File: src/pkg/mmi_defs.svh
// Opcodes, addresses, reset values and timing counts of the executor.
`ifndef MMI_DEFS_SVH
`define MMI_DEFS_SVH

`define MMI_OPC_MOVE_SRC 4'hc
`define MMI_OPC_MOVE_DST 4'hf
`define MMI_OPC_BANK 8'h01
`define MMI_OPC_LITW 8'h0e
`define MMI_OPC_MUL 8'h0d
`define MMI_OPC_STORE 7'h37

`define MMI_WREG_ADDR 12'hfe8
`define MMI_PCLOW_ADDR 12'hff9
`define MMI_TOSUP_ADDR 12'hfff
`define MMI_TOSHI_ADDR 12'hffe
`define MMI_TOSLO_ADDR 12'hffd
`define MMI_ACCESS_SPLIT 8'h80
`define MMI_ACCESS_HI_BANK 4'hf
`define MMI_ACCESS_LO_BANK 4'h0

`define MMI_W_RST 8'h00
`define MMI_BANK_RST 8'h00
`define MMI_PROD_RST 8'h00
`define MMI_IR_RST 16'h0000
`define MMI_ADDR_RST 12'h000

`define MMI_CLK_MHZ 200
`define MMI_QUARTER_NS 20
`define MMI_QUARTER_CYC ((`MMI_QUARTER_NS * `MMI_CLK_MHZ + 999) / 1000)

`endif

File: src/pkg/mmi_pkg.sv
// Types shared by the executor modules.
package mmi_pkg;

   // Quarter phases of one instruction cycle.
   typedef enum logic [3:0]
   {
      QP_1 = 4'b0001,
      QP_2 = 4'b0010,
      QP_3 = 4'b0100,
      QP_4 = 4'b1000
   } mmi_phase_e;

   // Instruction being executed in the current instruction cycle.
   typedef enum logic [6:0]
   {
      OP_NONE  = 7'b0000001,
      OP_MOVE1 = 7'b0000010,
      OP_MOVE2 = 7'b0000100,
      OP_BANK  = 7'b0001000,
      OP_LITW  = 7'b0010000,
      OP_STORE = 7'b0100000,
      OP_MUL   = 7'b1000000
   } mmi_op_e;

endpackage

File: src/rtl/mmi_qphase.sv
// Quarter-phase generator: divides mclk and walks Q1 to Q4.
`timescale 1ns/1ps
`include "mmi_defs.svh"

module mmi_qphase
   import mmi_pkg::*;
(
   input wire logic mclk, // System clock.
   input wire logic resetn, // Asynchronous reset, active low.
   output logic qTick, // Pulse on the last clock of a quarter.
   output mmi_phase_e qPhase // Current quarter phase.
);

   localparam int QCYC = `MMI_QUARTER_CYC;
   localparam logic [7:0] QLAST = 8'(QCYC - 1);

   logic [7:0] divCnt;
   logic [7:0] next_divCnt;
   logic next_qTick;
   mmi_phase_e next_qPhase;

   // The tick is registered so it lines up with the last clock of a quarter.
   always_comb
   begin
      next_qTick = 1'b0;
      next_divCnt = divCnt + 8'h01;
      next_qPhase = qPhase;
      if (divCnt == QLAST)
      begin
         next_divCnt = 8'h00;
      end
      if (next_divCnt == QLAST)
      begin
         next_qTick = 1'b1;
      end
      if (qTick)
      begin
         unique case (qPhase)
            QP_1: next_qPhase = QP_2;
            QP_2: next_qPhase = QP_3;
            QP_3: next_qPhase = QP_4;
            QP_4: next_qPhase = QP_1;
            default: next_qPhase = QP_1;
         endcase
      end
   end

   // Divider and phase registers.
   always_ff @(posedge mclk or negedge resetn)
   begin
      if (!resetn)
      begin
         divCnt <= 8'h00;
         qTick <= 1'b0;
         qPhase <= QP_1;
      end
      else
      begin
         divCnt <= next_divCnt;
         qTick <= next_qTick;
         qPhase <= next_qPhase;
      end
   end

endmodule

File: src/rtl/mmi_exec.sv
// Executor for moves, literal loads and literal multiply of an 8-bit core.
// Behaviour
// - Two-word move: first word 1100 plus source, second 1111 plus dest.
// - Move source and destination are full 12-bit addresses, no bank.
// - Move copies byte unchanged; working register addressable; no flags.
// - Move takes two words, reads in first cycle, writes in second.
// - Opcode 0000 0001 with literal loads bank select in one cycle.
// - Bank literal latched on the last clock of Q1, written in fourth quarter.
// - Opcode 0000 1110 loads literal into working register, no flags.
// - Literal multiply gives unsigned 16-bit product, high and low bytes.
// - Multiply keeps working register and flags; zero is not flagged.
// - Access-select one uses bank select, zero uses the access bank.
`timescale 1ns/1ps
`include "mmi_defs.svh"

module mmi_exec
   import mmi_pkg::*;
(
   input wire logic mclk, // System clock, 200 MHz.
   input wire logic resetn, // Asynchronous reset, active low.
   input wire logic [15:0] instrWord, // Program word, stable during Q1.
   input wire logic [7:0] memRdata, // Data memory read data.
   output mmi_phase_e qPhase, // Current quarter phase.
   output logic [11:0] memAddr, // Data memory address.
   output logic memRd, // Data memory read strobe, high in Q2.
   output logic memWr, // Data memory write strobe, high in Q4.
   output logic [7:0] memWdata, // Data memory write data.
   output logic [7:0] wReg, // Working register.
   output logic [7:0] bankSelect, // Bank select register.
   output logic [7:0] productHigh, // Product high byte.
   output logic [7:0] productLow // Product low byte.
);

   logic qTick;
   mmi_op_e op;
   mmi_op_e next_op;
   logic [15:0] ir;
   logic [15:0] next_ir;
   logic [7:0] hold;
   logic [7:0] next_hold;
   logic [11:0] next_memAddr;
   logic next_memRd;
   logic next_memWr;
   logic [7:0] next_memWdata;
   logic [7:0] next_wReg;
   logic [7:0] next_bankSelect;
   logic [7:0] next_productHigh;
   logic [7:0] next_productLow;
   logic [15:0] product;

   // Quarter phases come from a divider so one instruction cycle is 4 quarters.
   mmi_qphase u_qphase
   (
      .mclk(mclk),
      .resetn(resetn),
      .qTick(qTick),
      .qPhase(qPhase)
   );

   // Classifies a program word; a pending move expects its second word.
   function automatic mmi_op_e decode(input logic [15:0] w, input logic pend);
      mmi_op_e r;
      r = OP_NONE;
      if (pend && w[15:12] == `MMI_OPC_MOVE_DST)
         r = OP_MOVE2;
      else if (w[15:12] == `MMI_OPC_MOVE_SRC)
         r = OP_MOVE1;
      else if (w[15:8] == `MMI_OPC_BANK)
         r = OP_BANK;
      else if (w[15:8] == `MMI_OPC_LITW)
         r = OP_LITW;
      else if (w[15:8] == `MMI_OPC_MUL)
         r = OP_MUL;
      else if (w[15:9] == `MMI_OPC_STORE)
         r = OP_STORE;
      return r;
   endfunction

   // Banked address of an 8-bit file operand with its access-select bit.
   function automatic logic [11:0] fileAddr(input logic a,
      input logic [7:0] f, input logic [7:0] bsel);
      logic [11:0] r;
      if (a)
         r = {bsel[3:0], f};
      else if (f < `MMI_ACCESS_SPLIT)
         r = {`MMI_ACCESS_LO_BANK, f};
      else
         r = {`MMI_ACCESS_HI_BANK, f};
      return r;
   endfunction

   // True where the address is the working register itself.
   function automatic logic isWork(input logic [11:0] addr);
      return addr == `MMI_WREG_ADDR;
   endfunction

   // Destinations the move cannot write; such a write is simply dropped.
   function automatic logic noMoveDest(input logic [11:0] addr);
      return addr == `MMI_PCLOW_ADDR || addr == `MMI_TOSUP_ADDR ||
         addr == `MMI_TOSHI_ADDR || addr == `MMI_TOSLO_ADDR;
   endfunction

   // Plain unsigned 8 by 8 multiply; overflow is impossible in 16 bits.
   assign product = 16'(wReg) * 16'(ir[7:0]);

   // Next-state logic; every action happens on the last clock of a quarter.
   always_comb
   begin
      next_op = op;
      next_ir = ir;
      next_hold = hold;
      next_memAddr = memAddr;
      next_memRd = memRd;
      next_memWr = memWr;
      next_memWdata = memWdata;
      next_wReg = wReg;
      next_bankSelect = bankSelect;
      next_productHigh = productHigh;
      next_productLow = productLow;
      if (qTick)
      begin
         unique case (qPhase)
            QP_1:
            begin
               // Decode; a move source read is set up for Q2.
               next_ir = instrWord;
               next_op = decode(instrWord, op == OP_MOVE1);
               if (next_op == OP_MOVE1)
               begin
                  next_memAddr = instrWord[11:0];
                  next_memRd = !isWork(instrWord[11:0]);
               end
            end
            QP_2:
            begin
               // Capture the source byte; the working register reads inside.
               next_memRd = 1'b0;
               if (op == OP_MOVE1)
               begin
                  next_hold = isWork(ir[11:0]) ? wReg : memRdata;
               end
            end
            QP_3:
            begin
               // Set up the Q4 write; the second move cycle reads nothing.
               if (op == OP_MOVE2 && !isWork(ir[11:0]) &&
                  !noMoveDest(ir[11:0]))
               begin
                  next_memAddr = ir[11:0];
                  next_memWdata = hold;
                  next_memWr = 1'b1;
               end
               else if (op == OP_STORE &&
                  !isWork(fileAddr(ir[8], ir[7:0], bankSelect)))
               begin
                  next_memAddr = fileAddr(ir[8], ir[7:0], bankSelect);
                  next_memWdata = wReg;
                  next_memWr = 1'b1;
               end
            end
            QP_4:
            begin
               // Register writes land at the end of Q4; flags are untouched.
               next_memWr = 1'b0;
               unique case (op)
                  OP_BANK: next_bankSelect = ir[7:0];
                  OP_LITW: next_wReg = ir[7:0];
                  OP_MUL:
                  begin
                     next_productHigh = product[15:8];
                     next_productLow = product[7:0];
                  end
                  OP_MOVE2:
                  begin
                     if (isWork(ir[11:0]))
                        next_wReg = hold;
                  end
                  OP_NONE, OP_MOVE1, OP_STORE:
                  begin
                  end
               endcase
            end
            default:
            begin
            end
         endcase
      end
   end

   // Executor registers.
   always_ff @(posedge mclk or negedge resetn)
   begin
      if (!resetn)
      begin
         op <= OP_NONE;
         ir <= `MMI_IR_RST;
         hold <= `MMI_W_RST;
         memAddr <= `MMI_ADDR_RST;
         memRd <= 1'b0;
         memWr <= 1'b0;
         memWdata <= `MMI_W_RST;
         wReg <= `MMI_W_RST;
         bankSelect <= `MMI_BANK_RST;
         productHigh <= `MMI_PROD_RST;
         productLow <= `MMI_PROD_RST;
      end
      else
      begin
         op <= next_op;
         ir <= next_ir;
         hold <= next_hold;
         memAddr <= next_memAddr;
         memRd <= next_memRd;
         memWr <= next_memWr;
         memWdata <= next_memWdata;
         wReg <= next_wReg;
         bankSelect <= next_bankSelect;
         productHigh <= next_productHigh;
         productLow <= next_productLow;
      end
   end

endmodule

File: config.mk
export PLATFORM = sky130hd
export DESIGN_NAME = mmi_exec
export DESIGN_NICKNAME = d
export VERILOG_FILES = /design/src/pkg/mmi_pkg.sv /design/src/rtl/mmi_qphase.sv /design/src/rtl/mmi_exec.sv
export VERILOG_INCLUDE_DIRS = /design/src /design/src/pkg
export SDC_FILE = /design/constraint.sdc
export NUM_CORES = 1
export LEC_CHECK = 0
export ABC_CLOCK_PERIOD_IN_PS = 5600
export BUFFER_PORTS_ARGS = -buffer_cell sky130_fd_sc_hd__clkbuf_2
export CAP_MARGIN = 20
export CORE_MARGIN = 5
export CORE_UTILIZATION = 40
export DETAILED_ROUTE_END_ITERATION = 8
export PLACE_DENSITY = 0.57
export SLEW_MARGIN = 20
export SYNTH_ARGS = -nofsm -noshare
export SYNTH_HDL_FRONTEND = slang
export SYNTH_SLANG_ARGS = --single-unit
export TNS_END_PERCENT = 20
File: constraint.sdc
create_clock -name mclk -period 5.6 [get_ports mclk]
set_input_delay 0.28 -clock mclk [delete_from_list [all_inputs] [get_ports mclk]]
set_output_delay 0.28 -clock mclk [all_outputs]
set_load 0.02 [all_outputs]
==> impl_summary.log <==
INFO  metric status = finished, final reports clean
INFO  metric fin_tns_setup = 0 ns
INFO  metric worst-r2r-setup-slack = 0.68 ns
INFO  metric yosysMostFrequentCell = dfrtp_1
INFO  metric rsz_0062_raised_after_global_routing = false
INFO  metric power.ir.vdd_worst = 0.137 mV
INFO  metric place.gp.congestion = 0.843
INFO  metric synth_xor_area_share = 2.71%
INFO  metric synthMuxAreaShare = 9.97%
INFO  metric clock_tree.root_cell = clkbuf_16
INFO  metric clk_transition_reported_paths = 0.08 ns
INFO  metric pin_count = 84
INFO  metric synth_cell_types = 59
INFO  metric syn_avg_cell_area = 9.80 µm²
INFO  metric cts_buffers = 9
INFO  metric synthTopCellsByArea = dfrtp_1, fa_1, ha_1, nand2_1, and2_1
INFO  metric synth-warning-count = 0
INFO  metric crit_path_max_fanout = 13
INFO  metric coreArea = 15900 µm²
INFO  metric maxSlewViolCount = 0
INFO  metric dieHeight = 137 µm
INFO  metric post_synth_fa_ha_maj_area_fraction = 18.5%
INFO  metric leakagePower = 3.69 nW
INFO  metric asyncSetResetFlopFracSynth = 100%
INFO  metric chipWidth = 137 µm
INFO  metric cts_sinks = 94
INFO  metric post_synth_most_frequent_cells = dfrtp_1, nand2_1, inv_1
INFO  metric drt_pre_antenna_iters = 6
INFO  metric die_area = 18800 µm²
INFO  metric min_delay_path_depth = 3
INFO  metric grt_antenna_before_repair = 0
INFO  metric postCtsResizedCells = 0
INFO  metric yosys.area.top_type_share = 35.6%
INFO  metric num-nets-final = 824
INFO  metric grt_max_degree = 74
INFO  metric first_pass_grt_wire_length = 25.4 mm
INFO  metric fill_cell_instance_count_of_the_final_layout = 1565
INFO  metric total_nets_after_synthesis = 759
INFO  metric cell_pwr_density = 195 nW/µm²
INFO  metric number_of_enable_type_register_cells_in_the_synthesized_netlist = 0
INFO  metric routed-via-count = 4843
INFO  metric cap_violations = 0
INFO  metric area.growth.synth_to_final = 13.7%
INFO  metric detailed_place_hpwl = 11.5 mm
INFO  metric synth_top_family_by_area = adder cells
INFO  metric via_density_per_instance = 5.12
INFO  metric postSynth.topFlopCell = dfrtp_1
INFO  metric drcViolationCount = 0
INFO  metric max_slew_margin = 33.4%
INFO  metric postRouteWirelength = 15.4 mm
INFO  metric antennaDiodeCount = 0
INFO  metric worst_pin_slew = 0.996 ns
INFO  metric groute.usage.overall = 17.2%
INFO  metric route.detailed.wl_per_inst = 16.3 µm
INFO  metric critical_path_class = register to register
INFO  metric setup_viol_count_final = 0
INFO  metric arrival = 5.16 ns
INFO  metric drt_antenna_net_count = 0
INFO  metric hold_viol = 0
INFO  metric fp-row-count = 46
INFO  metric grt_overflow_total = 0
INFO  metric highest_clock_rate = 203 MHz
INFO  metric synth_largest_area_cell = dfrtp_1
INFO  metric drive_above_1_share = 20.3%
INFO  metric initial_core_util = 40.7%
INFO  metric htreeDepth = 3
INFO  metric hp-class = primary input to register
INFO  metric synth_compound_gate_area_share = 9.43%
INFO  metric finClkSkew = 0.0128 ns
INFO  metric clock_tree.buffer_depth = 2
INFO  metric final.min_clock_period = 4.92 ns
INFO  metric synth_area = 6460 µm²
INFO  metric yosys_register_bits = 94
INFO  metric initialDrtViolationCount = 212
INFO  metric synth_seq_area_share = 36.5%
INFO  metric clock_insertion_delay_worst_skew = 0.36 ns
INFO  metric critPathCaptureType = register
INFO  metric startpoint_class_of_the_critical_path = register
INFO  metric r2r.worst_path.cells = 14
INFO  metric timing.final.crit_share = 87.9%
INFO  metric design_power_total = 1.43 mW
INFO  metric numPortBuffers = 83
INFO  metric simple_gate_portion_of_the_synthesized_area = 16.9%
INFO  metric clock_tree_from_tritoncts = yes
INFO  metric mapped_cells = 659
INFO  metric first_global_vias = 4952
INFO  metric critical_path_required = 5.84 ns
## cell usage in the layout (no fill, tap or decap), drive strengths merged, types with 2 or more instances in the layout
| master | count |
|---|---|
| nand4 | 7 |
| a21oi | 38 |
| dfstp | 2 |
| dfrtp | 92 |
| o31ai | 5 |
| nor3 | 6 |
| a211oi | 3 |
| and3 | 4 |
| o21ai | 30 |
| or3 | 4 |
| or2 | 2 |
| or4 | 2 |
| o41ai | 2 |
| xnor2 | 11 |
| o21bai | 2 |
| nand2b | 3 |
| a21o | 5 |
| mux2i | 25 |
| nor4b | 3 |
| and2 | 43 |
| inv | 65 |
| or4b | 2 |
| a31oi | 3 |
| nand3 | 9 |
| a41oi | 2 |
| ha | 38 |
| nor4 | 2 |
| mux2 | 32 |
| nor2b | 5 |
| buf | 5 |
| nor2 | 41 |
| nand2 | 82 |
| clkbuf | 92 |
| fa | 36 |
| xor2 | 9 |
## path summary, 6_finish.rpt
kind | from | to
max | ir[5] | productHigh[7]
min | instrWord[3] | ir[3]
max reg2reg | ir[5] | productHigh[7]
min reg2reg | productLow[0] | productLow[0]
max in group asynchronous | resetn | u_qphase.divCnt[6]
min in group asynchronous | resetn | memWdata[0]
## flip-flops by register name (all words and copies together) (netlist names)
signal	cells
ir	12
memAddr	12
bankSelect	8
hold	8
memWdata	8
productHigh	8
productLow	8
u_qphase.divCnt	8
wReg	8
op	7
u_qphase.qPhase	4
memRd	1
memWr	1
u_qphase.qTick	1
## layer usage
layer	track usage, %	up-vias	share of wire, %
met2	27.9	89	49
met4	5.71	0	1.5
met1	23.1	2414	45
li1	-	2323	-
met5	0	-	0
met3	3.60	17	4.4
## what timing repair did
item	CTS	global route
hold buffers	1	0
buffers inserted	0	0
hold endpoints to repair	21	0
## kinds of logic after synthesis
kind of cell,count (synthesis)
multiplexers,57
AND/OR/NAND/NOR,219
AO/OA/AOI/OAI,100
buffers and inverters,95
adder cells (fa/ha/maj),74
XOR/XNOR,20
flip-flops,94
## worst max-delay path, cell delays in order, from the launching register on
cell	delay, ns
dfrtp_1	0.62
and2_1	0.21
fa_1	0.44
fa_1	0.53
fa_1	0.54
inv_1	0.05
fa_1	0.52
inv_1	0.04
ha_1	0.33
and2_1	0.20
a311o_1	0.36
a41oi_1	0.34
o21ai_0	0.20
xnor2_1	0.15
mux2_2	0.26
## where the power goes
part           internal (mW)  switching [mW]
Sequential             0.688          0.0163
Clock                  0.366           0.288
Combinational         0.0273          0.0436
Total                   1.08           0.348
## area by class of cell
cell class | instances | area [µm²] | share of cell area [%]
inverters | 61 | 229 | 3.12
flip-flops and latches | 94 | 2350 | 32.1
multi-input cells | 470 | 3720 | 50.7
clock inverters | 6 | 72.6 | 0.988
well taps | 216 | 270 | 3.68
repair buffers | 88 | 458 | 6.23
clock buffers | 10 | 239 | 3.25
## through the flow
stage / hold slack, ns / instances / utilization (%) / cell area, µm² / setup WS, ns
after floorplan: -0.0156 / 659 / - / 6460 / 0.883
after global placement: 0.181 / 928 / 44.2 / 7020 / 0.829
after detailed placement: 0.185 / 928 / 44.2 / 7020 / 0.678
after CTS: 0.137 / 945 / 46.2 / 7340 / 0.644
after global routing: 0.158 / 945 / 46.3 / 7350 / 0.391
final: 0.155 / 945 / 46.3 / 7350 / 0.678
(Power assumes the default switching activity.)
